## config.mk

```make
export PLATFORM = sky130hd
export DESIGN_NAME = multibank_command_legality
export DESIGN_NICKNAME = d
export VERILOG_FILES = /design/src/mbcl_pkg.sv /design/src/multibank_command_legality.sv
export SDC_FILE = /design/constraint.sdc
export NUM_CORES = 1
export LEC_CHECK = 0
export CAP_MARGIN = 20
export CORE_UTILIZATION = 41
export DETAILED_ROUTE_END_ITERATION = 6
export DONT_BUFFER_PORTS = 1
export RECOVER_POWER = 25
export SLEW_MARGIN = 20
export SYNTH_ARGS = -nofsm -noshare
export SYNTH_HDL_FRONTEND = slang
export SYNTH_SLANG_ARGS = --single-unit
```

## constraint.sdc

```tcl
create_clock -name core_clk -period 3.1 [get_ports core_clk]
set_input_delay 0.31 -clock core_clk [delete_from_list [all_inputs] [get_ports core_clk]]
set_output_delay 0.31 -clock core_clk [all_outputs]
set_load 0.01 [all_outputs]
```

## src/mbcl_pkg.sv

```systemverilog
package mbcl_pkg;
    // ****************************************
    // command encoding {cs_n, ras_n, cas_n, we_n}
    // ****************************************
    localparam logic [3:0] CMD_ACT  = 4'h3;
    localparam logic [3:0] CMD_RD   = 4'h5;
    localparam logic [3:0] CMD_WR   = 4'h4;
    localparam logic [3:0] CMD_PRE  = 4'h2;
    localparam logic [3:0] CMD_REF  = 4'h1;
    localparam logic [3:0] CMD_MRS  = 4'h0;
    localparam logic [3:0] CMD_NOP  = 4'h7;

    // ****************************************
    // sizes and defaults
    // ****************************************
    localparam int NUM_BANKS   = 8;
    localparam int BANK_W      = 3;
    localparam int CNT_W       = 8;
    localparam int TURN_CLKS   = 2;
    localparam int MIN_OTHER   = 1;
    localparam logic [CNT_W-1:0] CNT_ZERO = 8'h00;

    typedef enum logic [2:0] {
        ST_IDLE  = 3'h0,
        ST_ACTG  = 3'h1,
        ST_ACTV  = 3'h3,
        ST_ACCS  = 3'h2,
        ST_APRE  = 3'h6,
        ST_PREG  = 3'h4
    } bank_state_e;

    typedef struct packed {
        logic              cke;
        logic              cs_n;
        logic              ras_n;
        logic              cas_n;
        logic              we_n;
        logic [BANK_W-1:0] bank;
        logic              auto_pre;
    } cmd_s;

    typedef struct packed {
        logic [CNT_W-1:0] read_latency;
        logic [CNT_W-1:0] write_latency;
        logic [CNT_W-1:0] burst_length;
        logic [CNT_W-1:0] write_recovery_time;
        logic [CNT_W-1:0] write_to_read_turnaround;
        logic [CNT_W-1:0] precharge_period;
        logic [CNT_W-1:0] activate_to_access_delay;
    } timing_s;

    typedef struct packed {
        logic cmd_valid;
        logic illegal;
        logic too_early;
        logic all_idle;
    } verdict_s;
endpackage : mbcl_pkg

```

## src/multibank_command_legality.sv

```systemverilog
`timescale 1ns/1ps
// Operation
// RULE1 - decode act, read, write, precharge from strobes
// RULE2 - checks only with cke high both edges
// RULE3 - bank idle after precharge period, active after delay
// RULE4 - other-bank commands allowed during a burst
// RULE5 - controller masks write data on read interrupt; not modelled, there are no data pins
// RULE6 - read autoprecharge splits at earliest precharge
// RULE7 - write autoprecharge precharge starts after recovery
// RULE8 - other banks usable in precharge, no collision
// RULE9 - refresh and mode load need all idle
// RULE10 - other combinations flagged illegal
// RULE11 - write-ap to read waits wl+bl/2+turnaround
// RULE12 - write-ap to write waits bl/2
// RULE13 - read-ap to read waits bl/2
// RULE14 - read-ap to write waits rl+bl/2+2-wl
// RULE15 - precharge or activate after one clock
// RULE16 - read latency given in whole clocks
// RULE17 - write data two clocks after read data
// RULE18 - cke held high through bursts; not checked, cke is only sampled for each command
// RULE19 - timings supplied as configuration in clocks
module multibank_command_legality import mbcl_pkg::*; #(
    parameter int BANKS = NUM_BANKS
) (
    // clock and reset
    input  wire logic        core_clk,
    input  wire logic        rst_n,
    // command pins and configuration
    input  wire cmd_s        cmd_pins,
    input  wire timing_s     timing,                          // RULE19
    // verdict
    output logic             cmd_valid,
    output logic             illegal,
    output logic             too_early,
    output logic             all_idle,
    output bank_state_e      bank_state [BANKS]
);
    initial begin
        if (BANKS != NUM_BANKS) $error("bank count must be eight");
    end

    // ****************************************
    // pin synchronisers
    // ****************************************
    cmd_s sync1, sync2, prev;
    cmd_s next_sync1, next_sync2, next_prev;
    always_comb begin
        next_sync1 = cmd_pins;
        next_sync2 = sync1;
        next_prev  = sync2;
    end
    always_ff @(posedge core_clk or negedge rst_n) begin
        if (!rst_n) begin
            sync1 <= '1;
            sync2 <= '1;
            prev  <= '1;
        end else begin
            sync1 <= next_sync1;
            sync2 <= next_sync2;
            prev  <= next_prev;
        end
    end

    function automatic logic [3:0] code(input cmd_s c);
        code = {c.cs_n, c.ras_n, c.cas_n, c.we_n};
    endfunction : code

    function automatic logic [CNT_W-1:0] half(input logic [CNT_W-1:0] b);
        half = {1'b0, b[CNT_W-1:1]};
    endfunction : half

    // ****************************************
    // decode and cross-bank windows
    // ****************************************
    logic [3:0] c;
    logic       enabled, is_act, is_rd, is_wr, is_pre, is_ref, is_mrs;
    logic [CNT_W-1:0] rd_gap, wr_gap, oth_gap, t_acc;
    logic [CNT_W-1:0] w_rd, w_wr, r_rd, r_wr;
    logic [BANK_W-1:0] ap_bank;
    logic ap_live, ap_write;
    logic [CNT_W-1:0] next_rd_gap, next_wr_gap, next_oth_gap;
    logic [BANK_W-1:0] next_ap_bank;
    logic next_ap_live, next_ap_write;

    always_comb begin
        c       = code(sync2);
        enabled = prev.cke && sync2.cke;                          // RULE2
        is_act  = enabled && c == CMD_ACT;                        // RULE1
        is_rd   = enabled && c == CMD_RD;                         // RULE1
        is_wr   = enabled && c == CMD_WR;                         // RULE1
        is_pre  = enabled && c == CMD_PRE;                        // RULE1
        is_ref  = enabled && c == CMD_REF;
        is_mrs  = enabled && c == CMD_MRS;
        // latencies arrive in whole clocks already
        w_rd = CNT_W'(timing.write_latency + half(timing.burst_length)
               + timing.write_to_read_turnaround);                // RULE11
        w_wr = half(timing.burst_length);                         // RULE12
        r_rd = half(timing.burst_length);                         // RULE13
        r_wr = CNT_W'(timing.read_latency + half(timing.burst_length)
               + CNT_W'(TURN_CLKS) - timing.write_latency);     // RULE14 RULE16 RULE17
        next_rd_gap  = (rd_gap  != CNT_ZERO) ? rd_gap  - 8'h01 : rd_gap;
        next_wr_gap  = (wr_gap  != CNT_ZERO) ? wr_gap  - 8'h01 : wr_gap;
        next_oth_gap = (oth_gap != CNT_ZERO) ? oth_gap - 8'h01 : oth_gap;
        next_ap_bank  = ap_bank;
        next_ap_live  = ap_live && (rd_gap | wr_gap | oth_gap) != CNT_ZERO;
        next_ap_write = ap_write;
        if ((is_rd || is_wr) && sync2.auto_pre) begin
            next_ap_bank  = sync2.bank;
            next_ap_live  = 1'b1;
            next_ap_write = is_wr;
            // counts reach zero on the first legal edge
            next_rd_gap   = (is_wr ? w_rd : r_rd) - 8'h01;
            next_wr_gap   = (is_wr ? w_wr : r_wr) - 8'h01;
            next_oth_gap  = CNT_W'(MIN_OTHER) - 8'h01;            // RULE15
        end
    end
    always_ff @(posedge core_clk or negedge rst_n) begin
        if (!rst_n) begin
            rd_gap   <= CNT_ZERO;
            wr_gap   <= CNT_ZERO;
            oth_gap  <= CNT_ZERO;
            ap_bank  <= '0;
            ap_live  <= 1'b0;
            ap_write <= 1'b0;
        end else begin
            rd_gap   <= next_rd_gap;
            wr_gap   <= next_wr_gap;
            oth_gap  <= next_oth_gap;
            ap_bank  <= next_ap_bank;
            ap_live  <= next_ap_live;
            ap_write <= next_ap_write;
        end
    end

    // ****************************************
    // per-bank state machines
    // ****************************************
    bank_state_e      st      [BANKS];
    bank_state_e      next_st [BANKS];
    logic [CNT_W-1:0] tmr      [BANKS];
    logic [CNT_W-1:0] next_tmr [BANKS];
    logic [BANKS-1:0] bank_ok, idle_vec;

    always_comb begin
        for (int b = 0; b < BANKS; b++) begin
            logic hit;
            hit = sync2.bank == BANK_W'(b);
            next_st[b]  = st[b];
            next_tmr[b] = (tmr[b] != CNT_ZERO) ? tmr[b] - 8'h01 : tmr[b];
            idle_vec[b] = st[b] == ST_IDLE;
            bank_ok[b]  = 1'b1;
            // write recovery measured as if no auto precharge
            t_acc = CNT_W'(timing.write_latency + half(timing.burst_length)
                    + timing.write_recovery_time);                 // RULE7
            case (st[b])
                ST_IDLE: begin
                    bank_ok[b] = !(hit && (is_rd || is_wr || is_pre));
                    if (hit && is_act) begin
                        next_st[b]  = ST_ACTG;
                        next_tmr[b] = timing.activate_to_access_delay;
                    end
                end
                ST_ACTG: begin
                    bank_ok[b] = !(hit && (is_act || is_rd || is_wr));
                    if (tmr[b] <= 8'h01) next_st[b] = ST_ACTV;     // RULE3
                end
                ST_ACTV, ST_ACCS: begin
                    bank_ok[b] = !(hit && is_act);                 // RULE4
                    if (st[b] == ST_ACCS && tmr[b] <= 8'h01)
                        next_st[b] = ST_ACTV;
                    if (hit && (is_rd || is_wr)) begin
                        next_st[b]  = sync2.auto_pre ? ST_APRE : ST_ACCS;
                        // read: earliest explicit precharge is bl/2 on
                        next_tmr[b] = is_wr ? t_acc
                                      : half(timing.burst_length); // RULE6
                    end
                    if (hit && is_pre) begin
                        next_st[b]  = ST_PREG;
                        next_tmr[b] = timing.precharge_period;
                    end
                end
                ST_APRE: begin
                    bank_ok[b] = !hit || !(is_act || is_rd || is_wr || is_pre);
                    if (tmr[b] <= 8'h01) begin
                        next_st[b]  = ST_PREG;
                        next_tmr[b] = timing.precharge_period;
                    end
                end
                ST_PREG: begin
                    bank_ok[b] = !(hit && (is_act || is_rd || is_wr));
                    if (tmr[b] <= 8'h01) next_st[b] = ST_IDLE;     // RULE3
                end
                default: next_st[b] = ST_IDLE;
            endcase
        end
    end
    always_ff @(posedge core_clk or negedge rst_n) begin
        if (!rst_n) begin
            for (int b = 0; b < BANKS; b++) begin
                st[b]  <= ST_IDLE;
                tmr[b] <= CNT_ZERO;
            end
        end else begin
            for (int b = 0; b < BANKS; b++) begin
                st[b]  <= next_st[b];
                tmr[b] <= next_tmr[b];
            end
        end
    end

    // ****************************************
    // verdict
    // ****************************************
    logic other_bank;
    verdict_s v, next_v;
    always_comb begin
        other_bank = ap_live && sync2.bank != ap_bank;
        next_v.all_idle  = &idle_vec;
        next_v.cmd_valid = is_act || is_rd || is_wr || is_pre
                           || is_ref || is_mrs;
        next_v.illegal   = (!(&bank_ok))
                           || ((is_ref || is_mrs) && !(&idle_vec)) // RULE9
                           || (enabled && c[3] == 1'b0
                               && c == 4'h6);                     // RULE10
        next_v.too_early = other_bank
                           && ((is_rd && rd_gap != CNT_ZERO)       // RULE11 RULE13
                           || (is_wr && wr_gap != CNT_ZERO)        // RULE12 RULE14
                           || ((is_act || is_pre)
                               && oth_gap != CNT_ZERO));           // RULE15 RULE8
    end
    always_ff @(posedge core_clk or negedge rst_n) begin
        if (!rst_n) v <= '0;
        else        v <= next_v;
    end
    assign cmd_valid = v.cmd_valid;
    assign illegal   = v.illegal;
    assign too_early = v.too_early;
    assign all_idle  = v.all_idle;
    assign bank_state = st;
endmodule : multibank_command_legality

```

# == Word level (Yosys, flattened, before mapping) ==
# Cells that the tools add are included.
# op_classes
n_mux,131
div,0
n_shift,0
bitwise,3
addsub,19
n_reduce_logical,172
eq_ne,94
magnitude_cmp,8
n_mul,0
# op_table
operator,count
2-to-1 mux 8 bit,49
one-hot mux 8 bit (3 select lines),8
2-to-1 mux 3 bit,57
one-hot mux 3 bit (5 select lines),8
subtractor 8 x 1 -> 8 bit (second input constant),13
nonzero test 8 bit,12
logical AND 1 bit,65
less-or-equal comparator 8 x 1 -> 1 bit (second input constant),8
== test 3 bit (second input constant),20
== test 3 x 2 -> 1 bit (second input constant),18
!= test 2 bit (second input constant),24
AND reduction 5 bit,8
logical NOT 1 bit,35
!= test 4 bit (second input constant),8
one-hot mux 1 bit (4 select lines),8
OR reduction 2 bit,16
== test 3 x 1 -> 1 bit (second input constant),9
logical NOT 3 bit,9
logical OR 1 bit,21
adder 8 x 7 -> 8 bit,2
adder 8 bit,2
!= test 2 x 1 -> 1 bit (second input constant),8
OR 8 bit,2
AND reduction 8 bit,2
10 further kinds,15
# word_totals
ramBits,0
register_bits,139
output_inout_bits,28
mem_bits_ro,0
memories,0
elab_cells,467
latch_bits,0

# == Depth between registers and ports, before layout ==
# Gate-level depths: netlist of the first run.
# logic_depth
ltp_word,12
ltp_mapped,19

# == Worst setup path before layout of the first run ==
# OpenSTA, ideal clock, no wires.
# synth_timing
path_type,input port to flip-flop
from,in timing[33] in the netlist's numbering
to,reg tmr[23] in the netlist's numbering
setup_ps,131
stages,19
required_time_ps,2969
arrival_time_ps,3304
path_slack_ps,-335
path_cell_list,ha_1 -> inv_1 -> fa_1 -> o21bai_1 -> a21oi_1 -> nor2_1 -> nor2_1 -> nor2_1 -> nor2_1 -> xor2_1 -> ha_1 -> and3b_1 -> a31oi_1 -> o211ai_1 -> nor3_1 -> and4b_1 -> a21oi_2 -> a31oi_1 -> or3_1
# synth_lines
item,line,rtl
from (decl),multibank_command_legality.sv:30,"input wire timing_s timing,"
"to (signal, indexed assignment)",multibank_command_legality.sv:206,tmr[b] <= next_tmr[b];
to (decl),multibank_command_legality.sv:140,logic [CNT_W-1:0] tmr [BANKS];

==> key figures, run 1 <==
Run status
  – Outcome: complete, but fails checks
  – Failing checks: hold timing, setup timing

Worst setup path
  – Worst R2R Setup Slack: 0.21 ns
  – Worst path slowest cell: fa_2
  – Endpoint type of the worst setup path: flip-flop
  – Reg2Reg Depth: 7
  – FF-to-FF End: tmr[62]
  – CP Data Arrival Time: 3.42 ns
  – CP peak stage delay: 0.34 ns
  – CP Launch Type: input pin
  – CP required: 3.42 ns
  – Cell Chain, Critical Path: ha_4 -> inv_2 -> fa_2 -> o21bai_1 -> a21oi_2 -> nor2_1 -> nor2_1 -> nor2_1 -> nor2_1 -> xor2_1 -> ha_1 -> and3b_1 -> a31oi_1 -> o211ai_1 -> nor3_2 -> and4b_1 -> a21oi_4 -> a31oi_1 -> or3_1
  – Worst-path fanout max: 6
  – Most repeated library cell on the critical path: nor2_1
  – Reg-to-reg critical path startpoint: c[0]
  – Crit path kind: input pin to flip-flop

Placed design
  – GPL Wtd Cong: 0.978
  – Post-DP Area: 13500 µm²
  – Setup WS pre-CTS: -0.476 ns
  – Port-buffer cells: 0
  – Detailed-placement wirelength estimate: 33700 µm

Routing
  – First-pass DRT Iterations: 6
  – Final ANT Viol Nets: 0
  – Vias/cell: 6.24
  – Final WL: 45300 µm
  – Residual DRC: 0
  – DR WL/cell: 21.8 µm
  – First DRT Iteration DRCs: 1396
  – DR vias: 13000

Clock tree
  – Clk_lat worst skew: 0.44 ns
  – Worst-path clk slew: 0.07 ns
  – Clk buf depth: 2
  – CTS Buf Count: 17
  – Hold Buf Count CTS: 11
  – Clock Sinks: 139
  – CTS H-tree depth: 4
  – Clock Tree Root: clkbuf_16
  – CTS tree: done

Synthesis
  – Area share of the largest cell type after synthesis: 0.242
  – Cells after Synth: 1605
  – Synth unique cells: 91
  – Mean Syn Cell Area: 7.72 µm²
  – Synth Register Bits: 139
  – Sequential area share after synthesis: 0.283
  – Post-synthesis xor/xnor area fraction: 0.0495
  – Largest family of logic cells by synthesized area: compound AO/OA/AOI/OAI gates
  – Area leader, netlist: dfrtp_1
  – Mux cell area share after synthesis: 0.0207
  – Ys Warns: 0
  – Post-synth EDFFs: 0
  – Synth async-reset ratio: 1.00
  – Synth Area in Simple Gates: 0.236
  – Synth Flop Type: dfrtp_1
  – Synth Cell Area: 12400 µm²
  – Post-synthesis compound-gate area fraction: 0.278
  – Adder-cell share of the synthesized area: 0.0856
  – Top cells by area, synth: dfrtp_1 24%, ha_1 6.9%, nor2_1 5.9%, a21oi_1 5.7%, nand2_1 5.2%
  – Synthesized Nets: 1750

Timing
  – Final number of max-transition violations: 0
  – Unrepaired setup endpoints after global routing: true
  – Fin Clk Skew: 0.0131 ns
  – Final Hold Fails: 139
  – Max Fclk: 0.322 GHz
  – Final setup vio count: 1
  – Worst-Margin Slew: 0.851 ns
  – Fin Hold WS: -0.433 ns
  – Worst slew margin: 0.428
  – Final worst path period share: 1.00
  – Final setup margin: -0.00620 ns
  – Min cycle time layout: 3.11 ns

Global routing
  – GRT busiest layer: met2
  – Met3 usage: 0.0688
  – Met2 GRT Util: 0.467
  – Largest net degree at the start of global routing: 140
  – Global-route wire length before repair: 70900 µm
  – Number of global-route vias before repair: 12600
  – GRT Total Usage: 0.298
  – Initial antenna violation count: 0
  – Total global routing overflow: 0
  – Met1 Resource Use GR: 0.385

Floorplan
  – Rows: 63
  – Initial Util: 0.417
  – Die Wd: 176 µm
  – Die area: 30900 µm²
  – Num ports: 95
  – Die Ht: 176 µm
  – Placeable Area: 29700 µm²

Cells and area
  – Area of the multi-input gates: 8360 µm²
  – Fill cell count: 2937
  – # diodes: 0
  – Fin area: 14300 µm²
  – Layout cells sized above 1: 0.128
  – Commonest non-fill, non-tap cell in the layout: nor2_1
  – Most frequent cells in the layout: 196 x nor2_1, 173 x nand2_1, 138 x a21oi_1
  – Nets: 1824
  – Synth-to-Final Area Change: 15.1%
  – Sequential Area: 3500 µm²

Pwr
  – Total power per unit cell area: 772 nW/µm²
  – Max rail drop VDD: 459 µV
  – LEAKAGE: 5.97 nW

Run
  – Max_cap viols: 0

Hold path
  – HP Class: input pin to asynchronous set/reset pin
[cell type report]
type                       count  share of cell area
sequential                   139               0.246
clock inverter                12             0.00974
inverter                      74              0.0195
multi-input combinational   1314               0.586
clock buffer                  20              0.0306
timing repair buffer         133              0.0740
tap                          390              0.0342
[stage by stage]
step                      total power, mW  setup TNS (ns)  cells   util
after floorplan                      7.22          -0.850   1605      -
after global routing                 11.9           -1.37   2082  0.480
after CTS                            10.9        -0.00568   2081  0.478
after detailed placement             8.83           -7.22   2037  0.455
final                                11.0        -0.00620   2082  0.480
after global placement               8.76           -6.66   2037  0.455
[kinds of logic after synthesis]
group	after synthesis
AOI/OAI and AO/OA	530
xor gates and xnor gates	70
adders and majority gates	79
buffers and inverters	152
DFF	139
muxes	25
and+or+nand+nor	610
[sequential cells by signal, indices dropped and copies added (netlist names)]
| signal | cells |
|---|---|
| tmr | 64 |
| bank_state | 24 |
| next_sync2 | 9 |
| oth_gap | 8 |
| rd_gap | 8 |
| wr_gap | 8 |
| next_prev | 5 |
| c | 4 |
| ap_bank | 3 |
| all_idle | 1 |
| ap_live | 1 |
| cmd_valid | 1 |
| illegal | 1 |
| prev | 1 |
| too_early | 1 |
[how the worst max path moves through the flow]
stage                     from       to
detailed placement  timing[33]  tmr[55]
floorplan           timing[33]  tmr[23]
CTS                 timing[33]  tmr[23]
global route        timing[33]  tmr[63]
finish              timing[33]  tmr[23]
global placement    timing[33]  tmr[55]
[where the power goes]
| group | internal, mW | switching (mW) |
|---|---|---|
| clock network | 1.19 | 0.862 |
| logic | 2.51 | 3.37 |
| registers | 2.46 | 0.607 |
[per-layer routing]
metal  up-vias  wire (µm)
li1       6035          -
met1      6200      18800
met2       607      20100
met3       142       4140
met4         0       2290
met5         -          0
[cell usage after synthesis (29+ instances only)]
library cell / n
nand2_1: 173
xnor2_1: 41
nor2_1: 196
a21oi_1: 141
nand3_1: 31
o21ai_0: 119
clkbuf_1: 56
dfrtp_1: 120
inv_1: 74
xor2_1: 29
ha_1: 68
nor3_1: 62
[timing repair]
| item | in CTS | in global routing |
|---|---|---|
| setup endpoints to repair | 4 | 13 |
| resized for setup | 1 | 8 |
| hold endpoints to repair | 150 | 139 |
| cloned | 0 | 0 |
| pin swaps | 3 | 2 |
| buffers inserted | 1 | 1 |
[worst max-delay path: cells and delay by family]
family                     cells  cell delay (ns)
AOI/OAI and AO/OA              6             0.88
buffers and inverters          1             0.03
adders and majority gates      3             0.75
and+or+nand+nor                8             1.23
xor gates and xnor gates       1             0.23
(Power assumes the default switching activity.)
==> run 2: changes to the inputs <==
ABC_AREA = 1   (was default)
==> run 2 against run 1 <==
The run ends with DRC, hold timing left. Non-clock buffer count decreased by 86. Power grew 13%. Synthesized area rose by 2.8%. Global-route usage decreased by 0.88 points. Critical path type unchanged.
==> key figures, run 2 <==
Cells and area
  – Most frequent cells in the layout: 395 x nand2_1, 295 x inv_1, 174 x nor2_1
  – Largest Register: tmr
  – Fin area: 14100 µm² (-0.85%)
  – Nets: 2092 (+15%)
  – Fin cells: 2356 (+13%)
  – Synth-to-Final Area Change: 11.0%
  – Max FFs per register: 64 (unchanged)
  – Layout cells sized above 1: 0.0776 (-0.0501)
  – Commonest non-fill, non-tap cell in the layout: nand2_1
  – # diodes: 0 (unchanged)

Global routing
  – GRT Total Usage: 0.289 (-0.00885)
  – Global-route wire length before repair: 69600 µm (-1.9%)
  – Largest net degree at the start of global routing: 140 (unchanged)
  – Number of global-route vias before repair: 12400 (-1.2%)
  – Initial antenna violation count: 0 (unchanged)
  – Total global routing overflow: 0 (unchanged)

Timing
  – Unrepaired setup endpoints after global routing: false
  – Worst-Margin Slew: 0.862 ns (+0.0111 ns)
  – Sum Neg Setup Slack: 0 ns (+0.00620 ns)
  – Final worst path period share: 0.900 (-0.102)
  – Min cycle time layout: 2.79 ns (-0.315 ns)
  – Fin Hold WS: -0.436 ns (-0.00265 ns)
  – Final Hold Fails: 139 (unchanged)
  – Max Fclk: 0.358 GHz (+11%)
  – Final setup vio count: 0 (-1)
  – Final number of max-transition violations: 0 (unchanged)
  – Fin Clk Skew: 0.0130 ns (-0.0000908 ns)
  – Worst slew margin: 0.421 (-0.00747)

Placed design
  – Post-DP Area: 13400 µm² (-0.53%)
  – Detailed-placement wirelength estimate: 33900 µm (+0.51%)
  – Placed insts: 2313 (+14%)
  – GPL Wtd Cong: 0.999 (+2.2%)
  – Port-buffer cells: 0 (unchanged)

Pwr
  – Total power per unit cell area: 881 nW/µm² (+14%)
  – Sequential Power Share: 0.257 (-0.022)
  – Psw: 6.20 mW (+28%)
  – Clock group share of total power: 0.167 (-0.020)
  – Tot Pwr: 12.5 mW (+13%)
  – Max rail drop VDD: 353 µV (-23%)
  – Internal Pwr Total: 6.25 mW (+1.4%)
  – Comb pwr share: 0.575 (+0.041)
  – LEAKAGE: 6.93 nW (+16%)
  – Sw Ratio: 0.498 (+0.0583)

Synthesis
  – Synth top cells by count: 395 x nand2_1, 295 x inv_1, 174 x nor2_1, 159 x o21ai_0, 151 x a21oi_1
  – Cells after Synth: 1895 (+18%)
  – Area share of the largest cell type after synthesis: 0.236 (-0.00657)
  – Synth Cell Area: 12700 µm² (+2.8%)
  – Top cells by area, synth: dfrtp_1 24%, nand2_1 12%, inv_1 8.7%, ha_1 6.7%, o21ai_0 6.2%
  – Synth unique cells: 58 (-36%)
  – Post-synth EDFFs: 0 (unchanged)
  – Area leader, netlist: dfrtp_1
  – Mean Syn Cell Area: 6.72 µm² (-13%)
  – Sequential area share after synthesis: 0.275 (-0.00766)
  – Synthesized Nets: 2040 (+17%)
  – Count leader, synth: nand2_1
  – Synth Flop Type: dfrtp_1
  – Ys Warns: 0 (unchanged)
  – Synth async-reset ratio: 1.00 (unchanged)
  – Synth Register Bits: 139 (unchanged)

Clock tree
  – Hold Buf Count CTS: 11 (unchanged)
  – Clk buf depth: 2 (unchanged)
  – Clk_lat worst skew: 0.45 ns (about the same)
  – CTS H-tree depth: 4 (unchanged)
  – PostCTS Resize Cnt: 0 (-1)
  – CTS Buf Count: 17 (unchanged)
  – Postcts setup bufs: 0 (-1)
  – Clock Sinks: 139 (unchanged)
  – Clock Tree Root: clkbuf_16
  – Worst-path clk slew: 0.07 ns (about the same)
  – CTS tree: done

Worst setup path
  – Endpoint type of the worst setup path: flip-flop
  – CP Data Arrival Time: 3.10 ns (-0.32 ns)
  – CP required: 3.41 ns (about the same)
  – Crit path kind: input pin to flip-flop
  – CP Launch Type: input pin
  – Worst-path fanout max: 4 (-2)

Floorplan
  – Initial Util: 0.416 (-0.000599)
  – Rows: 64 (+1.6%)
  – Die area: 31800 µm² (+2.8%)
  – Num ports: 95 (unchanged)
  – Die Ht: 178 µm (+1.4%)
  – Die Wd: 178 µm (+1.4%)
  – Placeable Area: 30600 µm² (+2.9%)

Routing
  – DR WL/cell: 19.2 µm (-12%)
  – DR vias: 13500 (+4.1%)
  – Final ANT Viol Nets: 0 (unchanged)
  – Vias/cell: 5.74 (-8.0%)
  – Final WL: 45300 µm (about the same)
  – First-pass DRT Iterations: 7 (+1)
  – First DRT Iteration DRCs: 1672 (+20%)
  – Residual DRC: 17 (+17)

Run status
  – Failing checks: DRC, hold timing
  – Outcome: complete, but fails checks

Run
  – Max_cap viols: 0 (unchanged)

Hold path
  – HP Class: input pin to asynchronous set/reset pin
==> run 2: cells by family (layout without fill, tap and decap cells) <==
kind of cell,after synthesis,after routing,share of synthesized area
compound gates,481,481,0.222
xor+xnor,45,45,0.0309
fa+ha+maj,78,78,0.0825
buf+inv,324,389,0.0976
flops,139,139,0.275
mux,3,3,0.00236
simple gates,825,825,0.290
==> run 2: through the flow <==
step                      setup slack (ns)   util
after floorplan                      0.291      -
after global placement             -0.0349  0.440
after detailed placement           -0.0708  0.440
after CTS                            0.328  0.462
after global routing               0.00733  0.462
final                                0.309  0.462
==> run 2: path summary, 6_finish.rpt <==
kind	end	slack (ns)	startpoint	cells after the start
worst max-delay path	tmr[13]	0.31	timing[33]	15
worst min-delay path	tmr[16]	-0.44	rst_n	0
worst max register to register	illegal	0.44	next_prev[8]	12
worst min register to register	next_prev[1]	0.36	next_sync2[1]	0
max in group asynchronous	next_prev[0]	3.28	rst_n	0
min in group core_clk	tmr[29]	0.01	timing[5]	2
==> run 2: area by class of cell <==
type / count / area, µm²
inverter: 310 / 1160
fill: 3178 / 16500
multi-input combinational: 1432 / 7990
tap: 396 / 495
sequential: 139 / 3500
clock inverter: 15 / 154
timing repair buffer: 47 / 405
clock buffer: 17 / 425
==> run 2: routing by layer <==
metal	vias to the layer above	share of wire	track usage
met4	0	0.034	0.105
li1	6503	-	-
met5	-	0	0
met1	6300	0.43	0.391
met2	605	0.45	0.458
met3	112	0.087	0.0552
==> run 2: critical path, stage by stage <==
cell and delay, ns:
ha_1 0.15, inv_1 0.06, fa_1 0.40, o31ai_1 0.41
xor2_1 0.18, inv_1 0.11, ha_1 0.34, a21oi_1 0.14
nand2_1 0.11, a21oi_1 0.15, o21ai_0 0.11, nand2_1 0.15
inv_1 0.19, o21ai_0 0.20, nand4_1 0.11
==> run 2: power groups by stage <==
stage	combinational, mW	sequential (mW)	clock (mW)
after detailed placement	6.98	3.23	0
after floorplan	5.37	3.02	0
after CTS	7.03	3.20	2.12
after global placement	6.88	3.23	0
after global routing	8.07	3.30	2.20
final	7.16	3.21	2.08
